--- config.mk ---
export PLATFORM = sky130hd
export DESIGN_NAME = qalvd_top
export DESIGN_NICKNAME = d
export VERILOG_FILES = /design/src/rtl/qalvd_pkg.sv /design/src/rtl/qalvd_fmt.sv /design/src/rtl/qalvd_top.sv
export SDC_FILE = /design/constraint.sdc
export NUM_CORES = 1
export LEC_CHECK = 0
export BUFFER_PORTS_ARGS = -buffer_cell sky130_fd_sc_hd__buf_4
export CAP_MARGIN = 20
export CORE_MARGIN = 2
export CORE_UTILIZATION = 35
export DETAILED_ROUTE_END_ITERATION = 8
export GPL_TIMING_DRIVEN = 0
export PLACE_DENSITY = 0.52
export RECOVER_POWER = 100
export SYNTH_ARGS = -nofsm -noshare
export SYNTH_HDL_FRONTEND = slang
export SYNTH_HIERARCHICAL = 1
export SYNTH_SLANG_ARGS = --single-unit
--- constraint.sdc ---
create_clock -name clk_i -period 10.5 [get_ports clk_i]
set_input_delay 0 -clock clk_i [delete_from_list [all_inputs] [get_ports clk_i]]
set_output_delay 0 -clock clk_i [all_outputs]
set_load 0.05 [all_outputs]
--- src/rtl/qalvd_pkg.sv ---
// Purpose: shared constants and types for the quad-channel serial lane formatter
// Assumes: one 10 MHz clock; registers on a plain strobe port, word aligned
// Notes: every offset, field position, reset value and code lives here once
package qalvd_pkg;

	// register byte addresses
	localparam logic [7:0] OFS_CTRL = 8'h00; // enable, config source, lane config
	localparam logic [7:0] OFS_DRIVE = 8'h04; // driver current settings
	localparam logic [7:0] OFS_TERM = 8'h08; // termination selections
	localparam logic [7:0] OFS_STATUS = 8'h0C; // live state, read only

	// field positions
	localparam int POS_EN = 0; // ctrl: serializer running
	localparam int POS_PINS = 1; // ctrl: take lane config from the pins
	localparam int POS_CFG = 8; // ctrl: lane config, seven bits
	localparam int POS_DOUBLE = 2; // drive: current doubling
	localparam int POS_TERM_DATA = 8; // term: data driver selections
	localparam int POS_FCNT = 16; // status: frame counter

	// reset values: running, single lane, 14x, msb first, two's complement
	localparam logic [31:0] RST_CTRL = 32'h0000_0001;
	localparam logic [31:0] RST_DRIVE = 32'h0000_0000;
	localparam logic [31:0] RST_TERM = 32'h0000_0000;

	// driver current codes
	localparam logic [1:0] CUR_3P5MA = 2'h0; // default
	localparam logic [1:0] CUR_2P5MA = 2'h1;
	localparam logic [1:0] CUR_3P0MA = 2'h2;
	localparam logic [1:0] CUR_4P5MA = 2'h3;

	// full-scale codes for overdrive
	localparam logic [13:0] FS_POS_OB = 14'h3FFF;
	localparam logic [13:0] FS_POS_TC = 14'h1FFF;
	localparam logic [13:0] FS_NEG_OB = 14'h0000;
	localparam logic [13:0] FS_NEG_TC = 14'h2000;

	// serial word lengths per lane
	localparam logic [4:0] BITS_1L_14 = 5'h0E;
	localparam logic [4:0] BITS_1L_16 = 5'h10;
	localparam logic [4:0] BITS_2L_14 = 5'h07;
	localparam logic [4:0] BITS_2L_16 = 5'h08;

	// two-lane bit ordering
	typedef enum logic [1:0] {
		ORD_BYTE = 2'h0, // lane0 low half, lane1 high half
		ORD_BIT = 2'h1, // lane0 even bits, lane1 odd bits
		ORD_WORD = 2'h2 // whole words alternate lanes
	} qalvd_order_t;

	// serializer state, gray along hold -> run
	typedef enum logic [0:0] {
		ST_HOLD = 1'h0,
		ST_RUN = 1'h1
	} qalvd_state_t;

	// lane configuration, seven bits
	typedef struct packed {
		logic two_lane; // two lanes per channel
		logic ser16; // 16x serialization
		logic sdr; // single data rate bit clock, two lanes only
		qalvd_order_t order; // two-lane bit order
		logic lsb_first; // shift lsb first
		logic offset_bin; // offset binary coding
	} qalvd_cfg_t;

	// one converter sample with its overdrive flags
	typedef struct packed {
		logic [13:0] code; // two's complement sample
		logic over_pos; // positive overdrive
		logic over_neg; // negative overdrive
	} qalvd_samp_t;

endpackage

--- src/rtl/qalvd_fmt.sv ---
// Purpose: per-channel output coding and overdrive clipping
// Assumes: sample arrives as two's complement on the same clock
// Notes: one register stage; result is replaced every clock, whether or not the serializer loads it
`timescale 1ns/1ns
`default_nettype none
module qalvd_fmt (
	input wire logic clk_i, // system clock
	input wire logic rst_n_i, // synchronised reset, active low
	input wire qalvd_pkg::qalvd_samp_t samp_i, // raw sample and overdrive flags
	input wire logic offset_bin_i, // select offset binary coding
	output logic [13:0] code_o // coded sample
);
	import qalvd_pkg::*;

	// coding and clipping; overdrive outranks the sample value
	always_ff @(posedge clk_i or negedge rst_n_i) begin
		if (!rst_n_i) begin
			code_o <= 14'h0000;
		end else if (samp_i.over_pos) begin
			code_o <= offset_bin_i ? FS_POS_OB : FS_POS_TC; // RULE_15
		end else if (samp_i.over_neg) begin
			code_o <= offset_bin_i ? FS_NEG_OB : FS_NEG_TC; // RULE_16
		end else if (offset_bin_i) begin
			code_o <= {~samp_i.code[13], samp_i.code[12:0]}; // RULE_14
		end else begin
			code_o <= samp_i.code; // RULE_14
		end
	end

	a_clip_pos: assert property (@(posedge clk_i) disable iff (!rst_n_i) // RULE_15
		samp_i.over_pos |=> code_o == ($past(offset_bin_i) ? FS_POS_OB : FS_POS_TC))
		else $error("positive overdrive not clipped to full scale");

	a_clip_neg: assert property (@(posedge clk_i) disable iff (!rst_n_i) // RULE_16
		samp_i.over_neg && !samp_i.over_pos |=> code_o == ($past(offset_bin_i) ? FS_NEG_OB : FS_NEG_TC))
		else $error("negative overdrive not clipped to full scale");

endmodule // qalvd_fmt
`default_nettype wire

--- src/rtl/qalvd_top.sv ---
// Purpose: quad-channel sample serializer with bit clock and frame clock outputs
// Assumes: clk_i is the sampling-derived serializer clock; one lane bit per cycle in DDR
// Notes: lane configuration changes take effect only at a frame boundary
//
// How it works
// RULE_01: single lane sends bits on both clock edges
// RULE_02: new word at each frame rise, msb first
// RULE_03: single lane rate is 14x or 16x
// RULE_04: 16x two-lane pads two zeros, eight per lane
// RULE_05: 16x two-lane supports DDR or SDR bit clock
// RULE_06: 16x frame at sample rate, half for words
// RULE_07: 14x frame full for SDR, half for DDR
// RULE_08: 14x two-lane sends seven bits per lane
// RULE_09: byte order: lane0 low seven, lane1 high
// RULE_10: bit order: lane0 even bits, lane1 odd
// RULE_11: word order alternates whole samples between lanes; in 14x SDR only lane 0 is reloaded, once per frame
// RULE_12: msb first after reset, lsb first selectable
// RULE_13: two-lane lsb first reverses within each lane
// RULE_14: two's complement default, offset binary selectable
// RULE_15: positive overdrive gives positive full scale
// RULE_16: negative overdrive gives negative full scale
// RULE_17: driver current select and doubling settings
// RULE_18: separate five-bit termination for clock, data
// RULE_19: config from pins or from registers
// RULE_20: host uses two-lane DDR above 65 MSPS
// RULE_21: receiver captures with the sent bit clock
// RULE_22: load at frame boundary, shift without gaps
// RULE_23: clocks derived from the serializer clock
`timescale 1ns/1ns
`default_nettype none
module qalvd_top (
	input wire logic clk_i, // 10 MHz clock
	input wire logic resetn_i, // asynchronous reset, active low
	input wire logic [7:0] addr_i, // register byte address
	input wire logic [31:0] wdata_i, // register write data
	input wire logic wr_i, // write strobe
	input wire logic rd_i, // read strobe
	output logic [31:0] rdata_o, // read data, cycle after rd_i
	input wire qalvd_pkg::qalvd_samp_t samp_a_i, // channel a sample
	input wire qalvd_pkg::qalvd_samp_t samp_b_i, // channel b sample
	input wire qalvd_pkg::qalvd_samp_t samp_c_i, // channel c sample
	input wire qalvd_pkg::qalvd_samp_t samp_d_i, // channel d sample
	input wire qalvd_pkg::qalvd_cfg_t cfg_pins_i, // lane config strap pins
	output logic samp_take_o, // pulse: samples taken this cycle
	output logic chan_a_lane0_o, // channel a lane 0
	output logic chan_a_lane1_o, // channel a lane 1
	output logic chan_b_lane0_o, // channel b lane 0
	output logic chan_b_lane1_o, // channel b lane 1
	output logic chan_c_lane0_o, // channel c lane 0
	output logic chan_c_lane1_o, // channel c lane 1
	output logic chan_d_lane0_o, // channel d lane 0
	output logic chan_d_lane1_o, // channel d lane 1
	output logic bit_clock_out_o, // bit clock
	output logic frame_clock_o, // frame clock
	output logic [1:0] driver_current_select_o, // driver current code
	output logic driver_current_double_o, // driver current doubling
	output logic [4:0] term_clk_sel_o, // clock driver termination picks
	output logic [4:0] term_data_sel_o // data driver termination picks
);
	import qalvd_pkg::*;

	// per-lane bit count for one sample
	function automatic logic [4:0] lane_bits(input qalvd_cfg_t c);
		if (!c.two_lane) begin
			lane_bits = c.ser16 ? BITS_1L_16 : BITS_1L_14; // RULE_03
		end else begin
			lane_bits = c.ser16 ? BITS_2L_16 : BITS_2L_14; // RULE_04 RULE_08
		end
	endfunction

	// single lane always runs a DDR bit clock
	function automatic logic sdr_eff(input qalvd_cfg_t c);
		sdr_eff = c.two_lane & c.sdr; // RULE_01 RULE_05
	endfunction

	// clock cycles per sample
	function automatic logic [5:0] samp_cycles(input qalvd_cfg_t c);
		samp_cycles = sdr_eff(c) ? {lane_bits(c), 1'b0} : {1'b0, lane_bits(c)};
	endfunction

	// frame period: one sample, or two where the frame runs at half rate
	function automatic logic half_rate(input qalvd_cfg_t c);
		half_rate = c.two_lane && (c.ser16 ? (c.order == ORD_WORD) : !c.sdr); // RULE_06 RULE_07
	endfunction

	// left-aligned shift image for one lane; first bit to send sits at bit 15
	function automatic logic [15:0] lane_img(input logic [13:0] d, input qalvd_cfg_t c, input logic lane);
		logic [15:0] w16;
		int n;
		int k;
		int p;
		int idx;
		w16 = {2'b00, d}; // RULE_04
		lane_img = 16'h0000;
		if (!c.two_lane || c.order == ORD_WORD) begin
			n = c.ser16 ? 16 : 14; // RULE_11
		end else begin
			n = int'(lane_bits(c));
		end
		for (k = 0; k < 16; k++) begin
			if (k < n) begin
				p = c.lsb_first ? (n - 1 - k) : k; // RULE_12 RULE_13
				if (!c.two_lane || c.order == ORD_WORD) begin
					idx = n - 1 - p; // RULE_02
				end else if (c.order == ORD_BIT) begin
					idx = 2 * (n - 1 - p) + int'(lane); // RULE_10
				end else begin
					idx = int'(lane) * n + (n - 1 - p); // RULE_09
				end
				lane_img[15 - k] = w16[idx[3:0]];
			end
		end
	endfunction

	// reset release through two flip-flops
	logic rst_s1_r;
	logic rst_n;
	always_ff @(posedge clk_i or negedge resetn_i) begin
		if (!resetn_i) begin
			rst_s1_r <= 1'b0;
			rst_n <= 1'b0;
		end else begin
			rst_s1_r <= 1'b1;
			rst_n <= rst_s1_r;
		end
	end

	// registers
	logic [31:0] ctrl_r; // enable, source, lane config
	logic [31:0] drive_r; // current settings
	logic [31:0] term_r; // termination picks
	qalvd_cfg_t cfg_reg; // lane config field of ctrl
	assign cfg_reg = qalvd_cfg_t'(ctrl_r[POS_CFG +: 7]);

	// register writes; unmapped addresses are ignored
	always_ff @(posedge clk_i or negedge rst_n) begin
		if (!rst_n) begin
			ctrl_r <= RST_CTRL;
			drive_r <= RST_DRIVE;
			term_r <= RST_TERM;
		end else if (wr_i) begin
			if (addr_i == OFS_CTRL) begin
				ctrl_r <= wdata_i & 32'h0000_7F03;
			end else if (addr_i == OFS_DRIVE) begin
				drive_r <= wdata_i & 32'h0000_0007; // RULE_17
			end else if (addr_i == OFS_TERM) begin
				term_r <= wdata_i & 32'h0000_1F1F; // RULE_18
			end
		end
	end

	// driver settings leave straight from their register bits
	assign driver_current_select_o = drive_r[1:0]; // RULE_17
	assign driver_current_double_o = drive_r[POS_DOUBLE]; // RULE_17
	assign term_clk_sel_o = term_r[4:0]; // RULE_18
	assign term_data_sel_o = term_r[POS_TERM_DATA +: 5]; // RULE_18

	// strap pins come from outside: three stages, accepted once stages two and three agree
	qalvd_cfg_t pin_s1_r;
	qalvd_cfg_t pin_s2_r;
	qalvd_cfg_t pin_s3_r;
	qalvd_cfg_t pin_cfg_r;
	always_ff @(posedge clk_i or negedge rst_n) begin
		if (!rst_n) begin
			pin_s1_r <= qalvd_cfg_t'(7'h00);
			pin_s2_r <= qalvd_cfg_t'(7'h00);
			pin_s3_r <= qalvd_cfg_t'(7'h00);
			pin_cfg_r <= qalvd_cfg_t'(7'h00);
		end else begin
			pin_s1_r <= cfg_pins_i;
			pin_s2_r <= pin_s1_r;
			pin_s3_r <= pin_s2_r;
			if (pin_s2_r == pin_s3_r) begin
				pin_cfg_r <= pin_s3_r;
			end
		end
	end

	// configuration source select
	qalvd_cfg_t cfg_sel;
	assign cfg_sel = ctrl_r[POS_PINS] ? pin_cfg_r : cfg_reg; // RULE_19

	// serializer state and timing
	qalvd_state_t state_r;
	qalvd_cfg_t cfg_act_r; // config in force for this frame
	logic [5:0] cyc_r; // cycle within frame
	logic [5:0] scyc; // cycles per sample
	logic [5:0] fcyc; // cycles per frame
	logic run;
	logic ld; // sample boundary
	logic step; // shift strobe
	logic samp_par_r; // sample parity for word order
	logic [15:0] frame_cnt_r; // frames sent
	logic [5:0] ld_gap_r; // cycles since the last load, checker helper
	assign run = (state_r == ST_RUN);
	assign scyc = samp_cycles(cfg_act_r);
	assign fcyc = half_rate(cfg_act_r) ? {scyc[4:0], 1'b0} : scyc;
	assign ld = run && (cyc_r == 6'h00 || cyc_r == scyc); // RULE_22
	// sdr holds each bit over a low then a high bit clock cycle, so shift after the high one
	assign step = run && (!sdr_eff(cfg_act_r) || !cyc_r[0]); // RULE_22

	// state: hold while disabled; config is only swapped in hold or at frame end so no word is torn
	always_ff @(posedge clk_i or negedge rst_n) begin
		if (!rst_n) begin
			state_r <= ST_HOLD;
			cfg_act_r <= qalvd_cfg_t'(7'h00);
			cyc_r <= 6'h00;
		end else begin
			case (state_r)
				ST_HOLD: begin
					cfg_act_r <= cfg_sel;
					cyc_r <= 6'h00;
					if (ctrl_r[POS_EN]) begin
						state_r <= ST_RUN;
					end
				end
				ST_RUN: begin
					if (cyc_r == fcyc - 6'h01) begin
						cyc_r <= 6'h00; // RULE_23
						cfg_act_r <= cfg_sel;
						if (!ctrl_r[POS_EN]) begin
							state_r <= ST_HOLD;
						end
					end else begin
						cyc_r <= cyc_r + 6'h01; // RULE_23
					end
				end
				default: begin
					state_r <= ST_HOLD;
				end
			endcase
		end
	end

	// sample parity and frame count
	always_ff @(posedge clk_i or negedge rst_n) begin
		if (!rst_n) begin
			samp_par_r <= 1'b0;
			frame_cnt_r <= 16'h0000;
			ld_gap_r <= 6'h00;
		end else if (!run) begin
			samp_par_r <= 1'b0;
		end else begin
			ld_gap_r <= ld ? 6'h00 : ld_gap_r + 6'h01;
			// cleared at frame end so lane 0 always owns the word that starts with the frame rise
			if (cyc_r == fcyc - 6'h01) begin
				samp_par_r <= 1'b0; // RULE_11
			end else if (ld) begin
				samp_par_r <= ~samp_par_r; // RULE_11
			end
			if (cyc_r == 6'h00) begin
				frame_cnt_r <= frame_cnt_r + 16'h0001;
			end
		end
	end

	// per-channel coding
	logic [13:0] code [4];
	qalvd_samp_t samp [4];
	assign samp[0] = samp_a_i;
	assign samp[1] = samp_b_i;
	assign samp[2] = samp_c_i;
	assign samp[3] = samp_d_i;
	for (genvar c = 0; c < 4; c++) begin : g_fmt
		qalvd_fmt u_fmt (
			.clk_i(clk_i),
			.rst_n_i(rst_n),
			.samp_i(samp[c]),
			.offset_bin_i(cfg_act_r.offset_bin),
			.code_o(code[c])
		);
	end

	// lane shifters; in word order only the lane owning this sample reloads
	logic [15:0] sh_r [4][2];
	logic [1:0] ld_lane;
	always_comb begin
		ld_lane = 2'b00;
		if (ld) begin
			if (cfg_act_r.two_lane && cfg_act_r.order == ORD_WORD) begin
				ld_lane = samp_par_r ? 2'b10 : 2'b01; // RULE_11
			end else begin
				ld_lane = 2'b11;
			end
		end
	end

	always_ff @(posedge clk_i or negedge rst_n) begin
		if (!rst_n) begin
			for (int c = 0; c < 4; c++) begin
				sh_r[c][0] <= 16'h0000;
				sh_r[c][1] <= 16'h0000;
			end
		end else begin
			for (int c = 0; c < 4; c++) begin
				for (int l = 0; l < 2; l++) begin
					if (!run) begin
						sh_r[c][l] <= 16'h0000;
					end else if (ld_lane[l] && (cfg_act_r.two_lane || l == 0)) begin
						sh_r[c][l] <= lane_img(code[c], cfg_act_r, l[0]); // RULE_22
					end else if (step) begin
						sh_r[c][l] <= {sh_r[c][l][14:0], 1'b0}; // RULE_01 RULE_22
					end
				end
			end
		end
	end

	assign chan_a_lane0_o = sh_r[0][0][15];
	assign chan_a_lane1_o = sh_r[0][1][15];
	assign chan_b_lane0_o = sh_r[1][0][15];
	assign chan_b_lane1_o = sh_r[1][1][15];
	assign chan_c_lane0_o = sh_r[2][0][15];
	assign chan_c_lane1_o = sh_r[2][1][15];
	assign chan_d_lane0_o = sh_r[3][0][15];
	assign chan_d_lane1_o = sh_r[3][1][15];

	// bit and frame clocks, registered beside the data; DDR toggles each cycle,
	// SDR rises mid-bit so the far end can capture on the rise
	always_ff @(posedge clk_i or negedge rst_n) begin
		if (!rst_n) begin
			bit_clock_out_o <= 1'b0;
			frame_clock_o <= 1'b0;
			samp_take_o <= 1'b0;
		end else begin
			bit_clock_out_o <= run && (sdr_eff(cfg_act_r) ? cyc_r[0] : ~cyc_r[0]); // RULE_05 RULE_23
			frame_clock_o <= run && (cyc_r < {1'b0, fcyc[5:1]}); // RULE_02 RULE_06 RULE_07
			samp_take_o <= ld;
		end
	end

	// read port: data only in the cycle after the strobe, zero elsewhere
	always_ff @(posedge clk_i or negedge rst_n) begin
		if (!rst_n) begin
			rdata_o <= 32'h0000_0000;
		end else if (!rd_i) begin
			rdata_o <= 32'h0000_0000;
		end else if (addr_i == OFS_CTRL) begin
			rdata_o <= ctrl_r;
		end else if (addr_i == OFS_DRIVE) begin
			rdata_o <= drive_r;
		end else if (addr_i == OFS_TERM) begin
			rdata_o <= term_r;
		end else if (addr_i == OFS_STATUS) begin
			rdata_o <= {frame_cnt_r, 1'b0, cfg_act_r, 7'h00, run};
		end else begin
			rdata_o <= 32'h0000_0000;
		end
	end

	a_ddr_toggle: assert property (@(posedge clk_i) disable iff (!rst_n) // RULE_01
		run && !cfg_act_r.two_lane && $past(run) && $past(cfg_act_r) == cfg_act_r
		##1 run |-> bit_clock_out_o != $past(bit_clock_out_o))
		else $error("single lane bit clock did not toggle every cycle");

	a_frame_load: assert property (@(posedge clk_i) disable iff (!rst_n) // RULE_02
		ld && cyc_r == 6'h00 |=> frame_clock_o && bit_clock_out_o == !sdr_eff($past(cfg_act_r)))
		else $error("frame clock not rising with the new word");

	a_lane_rate: assert property (@(posedge clk_i) disable iff (!rst_n) // RULE_03
		ld && !cfg_act_r.two_lane && !cfg_act_r.ser16 && $past(run) && $past(cfg_act_r) == cfg_act_r
		|-> ld_gap_r == 6'h0D)
		else $error("single lane 14x word length wrong");

	a_pad_zero: assert property (@(posedge clk_i) disable iff (!rst_n) // RULE_04
		ld_lane[1] && cfg_act_r.two_lane && cfg_act_r.ser16 && cfg_act_r.order == ORD_BYTE
		&& !cfg_act_r.lsb_first |=> !chan_a_lane1_o ##1 (!chan_a_lane1_o || sdr_eff(cfg_act_r)))
		else $error("16x pad bits not zero");

	a_sdr_clock: assert property (@(posedge clk_i) disable iff (!rst_n) // RULE_05
		$rose(bit_clock_out_o) && sdr_eff(cfg_act_r) && cyc_r != 6'h00 |=> !bit_clock_out_o ##1 bit_clock_out_o)
		else $error("sdr bit clock period is not two cycles");

	a_frame_half: assert property (@(posedge clk_i) disable iff (!rst_n) // RULE_07
		$rose(frame_clock_o) && cfg_act_r.two_lane && !cfg_act_r.ser16 && !cfg_act_r.sdr
		&& cyc_r == 6'h01 |-> frame_clock_o[*7] ##1 !frame_clock_o)
		else $error("14x ddr frame clock high time wrong");

	a_word_alt: assert property (@(posedge clk_i) disable iff (!rst_n) // RULE_11
		ld_lane == 2'b01 && cfg_act_r.ser16 && !cfg_act_r.sdr && cyc_r == 6'h00 |-> ##8 ld_lane == 2'b10)
		else $error("word order did not alternate lanes");

	a_drive_write: assert property (@(posedge clk_i) disable iff (!rst_n) // RULE_17
		wr_i && addr_i == OFS_DRIVE |=> driver_current_select_o == $past(wdata_i[1:0])
		&& driver_current_double_o == $past(wdata_i[POS_DOUBLE]))
		else $error("driver current setting not updated");

endmodule // qalvd_top
`default_nettype wire

==> results of run 1 <==
[kinds of logic (layout without fill, tap and decap cells)]
kind of cell / Yosys count / in the layout
AOI/OAI and AO/OA: 585 / 585
xor gates and xnor gates: 67 / 67
adders and majority gates: 32 / 32
buffers and inverters: 204 / 566
DFF: 298 / 298
muxes: 490 / 490
other: 2 / 8
and+or+nand+nor: 557 / 557
[power by group through the flow]
stage	registers [W]	logic (W)	clock network (W)
2_1_floorplan	0.00155	0.00288	0
3_3_place_gp	0.00159	0.00456	0
3_5_place_dp	0.00157	0.00462	0
4_1_cts	0.00155	0.00469	0.00131
5_1_grt	0.00158	0.00499	0.00135
6_report	0.00156	0.00477	0.00128
[routing by layer]
metal  track usage (%)  wire [um]  vias up
li1                  -          -     8893
met1              41.7      41700     9927
met2              47.2      42800      951
met3              6.79       8390      212
met4              11.8       4250        0
met5                 0          0        -
[state kept, by name, indices dropped and copies added, names as in the netlist, 7 cells and up]
| register | cells |
|---|---|
| pin_s1_r | 7 |
| cfg_act_r | 7 |
| pin_s3_r | 7 |
| pin_cfg_r | 7 |
| ctrl_r | 9 |
| frame_cnt_r | 16 |
| sh_r | 120 |
| term_r | 10 |
| pin_s2_r | 7 |
| rdata_o | 28 |
| g_fmt.u_fmt/code_o | 56 |
[cell type report]
cell class	count	area, um2	area share (%)
diodes	1	2.50	0.00970
plain buffers	178	817	3.17
flip-flops and latches	298	7460	28.9
well taps	782	978	3.79
clock inverters	14	166	0.645
multi-input cells	1738	12800	49.8
repair buffers	298	2380	9.25
clock buffers	50	1030	4.01
inverters	26	97.6	0.378
[repair_timing]
item	CTS	global route
endpoints found under the hold margin	92	0
gates resized for setup	0	0
hold buffers	141	0
[through the flow]
stage	instances	utilization [%]	hold slack, ps
4_1_cts	3384	43.4	88.2
3_3_place_gp	3168	38.8	-216
2_1_floorplan	2240	-	-296
6_report	3385	42.8	119
3_5_place_dp	3179	39.1	-214
5_1_grt	3384	42.8	118
[worst paths after layout]
kind | from | end | slack, ps | cells after the start
max | cfg_act_r[5]$_DFFE_PN0P_ | sh_r[13]$_DFFE_PN0P_ | 2670 | 20
min | cfg_pins_i[3] | pin_s1_r[3]$_DFF_PN0_ | 120 | 2
max reg2reg | cfg_act_r[5]$_DFFE_PN0P_ | sh_r[13]$_DFFE_PN0P_ | 2670 | 20
min reg2reg | pin_s1_r[1]$_DFF_PN0_ | pin_s2_r[1]$_DFF_PN0_ | 350 | 0
max in group asynchronous | rst_n$_DFF_PN0_ | sh_r[49]$_DFFE_PN0P_ | 3100 | 2
min in group asynchronous | resetn_i | rst_s1_r$_DFF_PN0_ | 360 | 3
[Yosys cell counts, types with 7 or more instances]
master,count
o2bb2ai_1,12
or2_2,8
nor2b_1,38
a22oi_1,19
nor3_1,28
mux2i_1,355
xnor2_1,42
nand4_1,12
ha_1,32
mux2_2,123
o211ai_1,7
o22ai_1,78
nand2_1,162
o21ai_0,115
a31oi_1,31
xor2_1,25
o221ai_1,28
inv_1,21
clkbuf_1,94
nor2_1,141
a21oi_1,99
buf_1,12
a211oi_1,18
a221oi_1,9
o31ai_1,8
o21bai_1,7
o21a_1,12
dfrtp_1,297
mux4_2,12
buf_4,18
nand3b_1,12
buf_2,44
and2_1,41
a22o_1,8
and3_1,15
a21o_1,58
nand3_1,26
nand2b_1,45
[worst max-delay path: stages (launching register included)]
cell	delay (ps)
dfrtp_1	610
clkbuf_1	390
clkinv_1	740
ha_1	580
and2_0	160
clkbuf_1	240
nand2_1	270
ha_1	280
clkbuf_1	240
nand2b_1	280
inv_1	140
ha_1	290
clkbuf_1	550
nor3b_1	160
o21bai_1	200
mux2i_1	710
nand2b_1	310
o22ai_1	90
a221oi_1	830
mux2i_1	350
o22ai_1	250
==> out/metrics.cfg, run 1 <==
[logic_synthesis]
ys_seq_elements=298
yosys.area.top_type_share_pct=34.9
synth_compound_area_share_pct=18.6
synth_top_family_by_area=multiplexers
syn_area_um2=21300
synthMuxAreaShare_pct=24.5
synthXorXnorAreaFrac_pct=2.76
synth_ff_type=dfrtp_1
yosys.area.top_type=dfrtp_1
synth_area_leaders=dfrtp_1, mux2i_1, mux2_2
yosys_warnings=6
synth_edf_count=0
yosysUniqueCellTypes=90
netlist_instances=2235
synth-simple-area-share_pct=12.8
syn-mean-instance-area_um2=9.52
ys_async_sr_fraction_pct=100
synth_fa_ha_area_share_pct=1.88
seq_area_frac_synth_pct=35.0

[sta]
setup_viol=0
timing.final.crit_period_ps=7830
fin_ws_ps=2670
relSlewSlack_pct=-137
finClkSkew_ps=21.2
fmax_mhz=128
drv_slew=254
finalHoldViolCount=0
period_share_pct=74.6
worst_pin_slew_ps=3560
fin_setup_tns_ps=0
rsz0062_at_grt=false

[layout]
stdcell_area_um2=25800
mostFrequentLayoutCells=mux2i_1, dfrtp_1, clkbuf_1, nand2_1
fill_cells=5948
nNetsFinal=2723
area_growth_pct=21.2
drive_gt1_share_pct=13.8
layout_commonest_cell=mux2i_1

[drt]
dr.pass1.iters=6
drt_wl_total_um=97200
vias_per_cell=5.90
wl_per_cell_um=28.7
drc_errors=0
final_antenna_net_count=0
drtIter0Drc=1991
vias=20000

[power_and_ir_drop]
seq_power_share_pct=20.5
pwr-share-clk_pct=16.8
swShare_pct=51.2
comb_power_share_pct=62.7
p_total_w=0.00761
p_switching_w=0.00389
internal-power_w=0.00372
ir_worst_vdd_mv=0.125
leakage_nw=11.0
power_density_nw_per_um2=295

[clock_tree]
cts.path.max_buffers=3
htree_levels=2
ctsRootBufferMaster=clkbuf_16
clk_latency_ps=550
numCtsBuffers=36
cts.clk_slew.worst_paths_ps=60
cts_setup_buffers=0
cts.sinks=298
cts_tree=built

[hold_path]
worstHoldPathType=in -> reg

[critical_path]
critical_path.max_fanout=18
end_kind=register
worstSetupStartpointType=register
critPathKind=reg -> reg
worstPathArrival_ps=8280
crit_required_ps=10950

[place]
portBuffers=146
placed_area_um2=23500
place_ws_ps=3170
gp_congestion=1.01
dp_hpwl_um=74400

[status]
status=complete, but fails checks
violations=max-capacitance violations, max-slew violations

[die]
die_y_um=251
die_x_um=251
die_area_um2=62800
pin_count=171
core_um2=60200
start_util_pct=35.3
fp-row-count=90

[global_routing]
grt_max_degree=66
track_usage_pct=30.6
antenna_found_initial=0
grt_pass1_vias=19700
gr-total-overflow=0
grt_pass1_wl_um=140000

[job]
cap_violations=5

Note: power is estimated with default switching activity, not from simulation.
==> run 2: changes to the inputs <==
--- a/config.mk
+++ b/config.mk
@@ -11,7 +11,7 @@
 export CORE_UTILIZATION = 35
 export DETAILED_ROUTE_END_ITERATION = 8
 export GPL_TIMING_DRIVEN = 0
-export PLACE_DENSITY = 0.52
+export PLACE_DENSITY = 0.54
 export RECOVER_POWER = 100
 export SYNTH_ARGS = -nofsm -noshare
 export SYNTH_HDL_FRONTEND = slang
==> constraint.sdc (replaced) <==
create_clock -name clk_i -period 7 [get_ports clk_i]
set_input_delay 0 -clock clk_i [delete_from_list [all_inputs] [get_ports clk_i]]
set_output_delay 0 -clock clk_i [all_outputs]
set_load 0.05 [all_outputs]
==> run 2 against run 1 <==
  * The run still ends with max-capacitance violations, max-slew violations left
  * Design area is essentially flat
  * First-iteration DRC count is 12% higher
  * Routed wire length decreased by 0.82%
  * Via count increased by 1.5%
  * Clock skew is 8.1 ps higher
  * Clock-buffer cell count increased by 5
  * Highest routed layer unchanged
==> out/metrics.cfg, run 2 (synthesis results as in run 1) <==
[drt]
drtIter0Drc=2234
drc_errors=0
vias=20300
drt_wl_total_um=96400
dr.pass1.iters=6
wl_per_cell_um=28.5
vias_per_cell=6.00
final_antenna_net_count=0

[layout]
area_growth_pct=21.2
largest_register=sh_r
drive_gt1_share_pct=14.3
largest_reg_flops=120
postLayoutCoreUtil_pct=42.8
layout_commonest_cell=mux2i_1
n_antenna_cell=0
reg_top3=sh_r: 120 flops, g_fmt.u_fmt/code_o: 56 flops, rdata_o: 28 flops
mostFrequentLayoutCells=mux2i_1, dfrtp_1, clkbuf_1, nand2_1, nor2_1
fill_cells=5899
nNetsFinal=2719

[die]
die_x_um=251
fp-row-count=90
die_area_um2=62800
die_y_um=251
core_um2=60200
start_util_pct=35.3
pin_count=171

[global_routing]
grt_pass1_vias=19600
antenna_found_initial=1
met2_usage_pct=46.2
grt.met3_usage_pct=8.43
grt.busiest_layer=met2
globalRouteMet1Util_pct=40.4
grt_pass1_wl_um=139000
track_usage_pct=30.2
grt_max_degree=68
gr-total-overflow=0

[critical_path]
crit_start=cfg_act_r[5]$_DFFE_PN0P_
crit_chain=buf_2 > clkinvlp_2 > ha_1 > and2_1 > buf_2 > nand2_1 > ha_1 > clkbuf_1 > nand2b_1 > ha_1 > clkbuf_1 > nor2_1 > a21oi_1 > a22o_1 > a2bb2oi_1 > mux2i_1 > mux2_1 > o22ai_1
r2r-end=chan_a_lane0_o$_DFFE_PN0P_
worstPathArrival_ps=7030
critical-path-top-delay-family=compound AO/OA/AOI/OAI gates
critical_path.max_fanout=10
cp.depth=18
worst-path-buf-inv=5
end_kind=register
slowest_delay_ps=840
critPathKind=reg -> reg
r2r_slack_ps=470
crit_slowest_cell=a21oi_1
r2r-start=cfg_act_r[5]$_DFFE_PN0P_
worstSetupStartpointType=register
cp_common_cell=ha_1
crit_required_ps=7490
endpoint=chan_a_lane0_o$_DFFE_PN0P_
rr_worst_depth=18

[power_and_ir_drop]
ir_worst_vdd_mv=0.219
power_density_nw_per_um2=443
leakage_nw=11.0

[clock_tree]
ctsRootBufferMaster=clkbuf_16
cts.path.max_buffers=3
cts.sinks=298
numCtsBuffers=37
cts.clk_slew.worst_paths_ps=60
htree_levels=2
clk_latency_ps=580
cts_tree=built

[sta]
hold_ws_ps=95.7
fin_setup_tns_ps=0
rsz0062_at_grt=false
finClkSkew_ps=29.3
setup_viol=0
period_share_pct=93.4
fmax_mhz=153
timing.final.crit_period_ps=6530
drv_slew=248
finalHoldViolCount=0
worst_pin_slew_ps=3660
relSlewSlack_pct=-144

[status]
violations=max-capacitance violations, max-slew violations
status=complete, but fails checks

[place]
dp_hpwl_um=73400
gp_congestion=1.04
portBuffers=146

[hold_path]
worstHoldPathType=in -> reg
hp-start=addr_i[6]

[job]
cap_violations=5

-- run 2: cell types whose count changed in the layout (fill, tap and decap cells not counted), sizes merged --
cell,change
dlygate4sd3,-3
diode,-1
clkbuf,-10
clkinv,-3
buf,+13
inv,+1
bufinv,-1
-- run 2: final cells by class --
| class | count | area, um2 | area share (%) |
|---|---|---|---|
| Buffer | 178 | 820 | 3.18 |
| Clock buffer | 55 | 1060 | 4.12 |
| Clock inverter | 11 | 139 | 0.539 |
| Inverter | 26 | 98.8 | 0.383 |
| Multi-Input combinational cell | 1738 | 12900 | 49.9 |
| Sequential cell | 298 | 7460 | 28.9 |
| Tap cell | 782 | 978 | 3.79 |
| Timing Repair Buffer | 293 | 2350 | 9.11 |
-- run 2: repair_timing --
action                                  CTS  global route
gates resized for setup                   3             5
hold endpoints to repair                 92             0
endpoints found under the setup margin    6            42
cloned                                    0             0
hold buffers                            138             0
setup buffers                             0             2
-- run 2: worst min-delay path by stage --
stage	cells after the start	slack [ps]	endpoint
floorplan	0	-300	rst_n$_DFF_PN0_
global placement	1	-220	rst_s1_r$_DFF_PN0_
detailed placement	1	-220	rst_s1_r$_DFF_PN0_
CTS	5	60	rdata_o[1]$_DFF_PN0_
global route	2	90	pin_s1_r[5]$_DFF_PN0_
finish	5	100	rdata_o[1]$_DFF_PN0_
-- run 2: per-layer routing --
metal | vias up | share of wire (%)
met3 | 215 | 10
met4 | 0 | 4.4
met1 | 10100 | 42
met2 | 1039 | 44
li1 | 8887 | -
met5 | - | 0
-- run 2: tightest hold or removal path: stages --
cell,delay (ps)
buf_4,110
nor2_1,110
nand3_1,120
nor4_1,180
a2111oi_0,100
-- run 2: through the flow --
| stage | total power (W) | area, um2 | worst slack, ps | instances |
|---|---|---|---|---|
| 2_1_floorplan | 0.00664 | 21300 | 1990 | 2240 |
| 3_3_place_gp | 0.00916 | 23400 | -100 | 3168 |
| 5_1_grt | 0.0119 | 25800 | 187 | 3381 |
| 4_1_cts | 0.0112 | 26100 | 27.0 | 3379 |
| 3_5_place_dp | 0.00922 | 23500 | -89.9 | 3175 |
| 6_report | 0.0114 | 25800 | 465 | 3381 |
-- run 2: report_power, final --
part / total (W) / switching, W / internal [W] / leakage (nW)
registers: 0.00234 / 0.000308 / 0.00203 / 3.85
logic: 0.00717 / 0.00478 / 0.00239 / 6.55
clock network: 0.00191 / 0.000782 / 0.00113 / 0.590
==> run 3: changes to the inputs <==
==> constraint.sdc (replaced) <==
create_clock -name clk_i -period 7 [get_ports clk_i]
set_input_delay 1.4 -clock clk_i [delete_from_list [all_inputs] [get_ports clk_i]]
set_output_delay 1.4 -clock clk_i [all_outputs]
set_load 0.05 [all_outputs]
==> run 3 against run 2 <==
  * The run still ends with max-capacitance violations, max-slew violations left
  * Clock skew decreased by 7.3 ps
  * Cell count shrank 4.1%
  * Die area unchanged
  * First-iteration DRC count shrank 2.7%
  * Critical path type unchanged
  * Hold slack gained 250 ps
  * Highest routed layer unchanged
==> out/metrics.cfg, run 3 (synthesis results as in run 1) <==
[status]
status=complete, but fails checks
violations=max-capacitance violations, max-slew violations

[power_and_ir_drop]
p_total_w=0.0113
ir_worst_vdd_mv=0.219
leakage_nw=10.4
power_density_nw_per_um2=466

[critical_path]
r2r-end=chan_a_lane0_o$_DFFE_PN0P_
rr_worst_depth=18
critical_path.max_fanout=10
r2r-start=cfg_act_r[5]$_DFFE_PN0P_
critPathKind=reg -> reg
crit_required_ps=7490
worstSetupStartpointType=register
end_kind=register
worstPathArrival_ps=7010
r2r_slack_ps=480

[place]
placed_area_um2=23500
dp.cells=3175
portBuffers=146
gp_congestion=1.04
dp_hpwl_um=73400

[global_routing]
grt.busiest_layer=met2
met2_usage_pct=45.0
gr-total-overflow=0
antenna_found_initial=1
grt_pass1_wl_um=136000
track_usage_pct=29.7
grt.met3_usage_pct=8.45
globalRouteMet1Util_pct=40.1
grt_pass1_vias=19000
grt_max_degree=68

[die]
start_util_pct=35.3
die_x_um=251
core_um2=60200
pin_count=171
fp-row-count=90
die_y_um=251
die_area_um2=62800

[sta]
rsz0062_at_grt=false
drv_slew=248
period_share_pct=93.2
finClkSkew_ps=21.9
finalHoldViolCount=0
relSlewSlack_pct=-138
setup_viol=0
fmax_mhz=153
timing.final.crit_period_ps=6520
fin_setup_tns_ps=0
worst_pin_slew_ps=3570

[hold_path]
worstHoldPathType=reg -> reg
whs_endpoint=pin_s2_r[3]$_DFF_PN0_
min_delay_path_depth=0
hp-start=pin_s1_r[3]$_DFF_PN0_

[clock_tree]
cts.clk_slew.worst_paths_ps=60
cts.sinks=298
htree_levels=2
ctsRootBufferMaster=clkbuf_16
cts_hold_buffers=0
cts_tree=built
clk_latency_ps=570
numCtsBuffers=37
cts.path.max_buffers=3

[layout]
n_antenna_cell=0
drive_gt1_share_pct=14.3
reg_top3=sh_r: 120 flops, g_fmt.u_fmt/code_o: 56 flops, rdata_o: 28 flops
fill_cells=6057
final_cells=3243
mostFrequentLayoutCells=mux2i_1, dfrtp_1, clkbuf_1, nand2_1, nor2_1
nNetsFinal=2581
largest_reg_flops=120
stdcell_area_um2=24300
layout_commonest_cell=mux2i_1
area_growth_pct=14.3
postLayoutCoreUtil_pct=40.4
largest_register=sh_r

[job]
cap_violations=5

[drt]
drtIter0Drc=2173
vias=19600
drt_wl_total_um=94700
wl_per_cell_um=29.2
vias_per_cell=6.04
final_antenna_net_count=0
dr.pass1.iters=7
drc_errors=0

run 3: layout make-up:
type / instances / area (um2) / area share [%]
multi-input cells: 1738 / 12900 / 52.9
flip-flops and latches: 298 / 7460 / 30.6
clock buffers: 55 / 1060 / 4.37
well taps: 782 / 978 / 4.02
repair buffers: 155 / 945 / 3.88
plain buffers: 178 / 779 / 3.20
clock inverters: 11 / 139 / 0.571
inverters: 26 / 98.8 / 0.406
run 3: metrics by stage:
step           worst slack, ps  hold slack [ps]
2_1_floorplan             1990              331
3_3_place_gp              -100              333
3_5_place_dp             -89.9              335
4_1_cts                   27.0              348
5_1_grt                    206              355
6_report                   476              345
run 3: where the power goes:
group | internal, W | switching [W]
Combinational | 0.00233 | 0.00475
Clock | 0.00113 | 0.000779
Sequential | 0.00203 | 0.000307
Total | 0.00549 | 0.00584
run 3: worst max-delay path by stage:
| stage | to | start | slack (ps) |
|---|---|---|---|
| detailed placement | sh_r[33]$_DFFE_PN0P_ | cfg_act_r[5]$_DFFE_PN0P_ | -90 |
| finish | chan_a_lane0_o$_DFFE_PN0P_ | cfg_act_r[5]$_DFFE_PN0P_ | 480 |
| global route | sh_r[98]$_DFFE_PN0P_ | cfg_act_r[5]$_DFFE_PN0P_ | 210 |
| CTS | sh_r[87]$_DFFE_PN0P_ | cfg_act_r[5]$_DFFE_PN0P_ | 30 |
| floorplan | sh_r[33]$_DFFE_PN0P_ | cfg_act_r[5]$_DFFE_PN0P_ | 1990 |
| global placement | sh_r[33]$_DFFE_PN0P_ | cfg_act_r[5]$_DFFE_PN0P_ | -100 |
run 3: worst max-delay path: stages, from the launching register on:
cell        delay, ps
dfrtp_1           630
buf_2             310
clkinvlp_2        280
ha_1              360
and2_1            160
buf_2             190
nand2_1           200
ha_1              280
clkbuf_1          220
nand2b_1          270
ha_1              220
clkbuf_1          590
nor2_1            360
a21oi_1           820
a22o_1            240
a2bb2oi_1         510
mux2i_1           190
mux2_1            430
o22ai_1           180
run 3: metal layers:
metal  share of wire, %  vias up
met2                 43     1054
met5                  0        -
met3                 11      209
met4                4.3        0
li1                   -     8615
met1                 42     9712
run 3: repair_timing:
item,4_1_cts,5_1_grt
endpoints found under the setup margin,6,41
resized for setup,3,5
buffers inserted,0,2
pin swaps,0,0
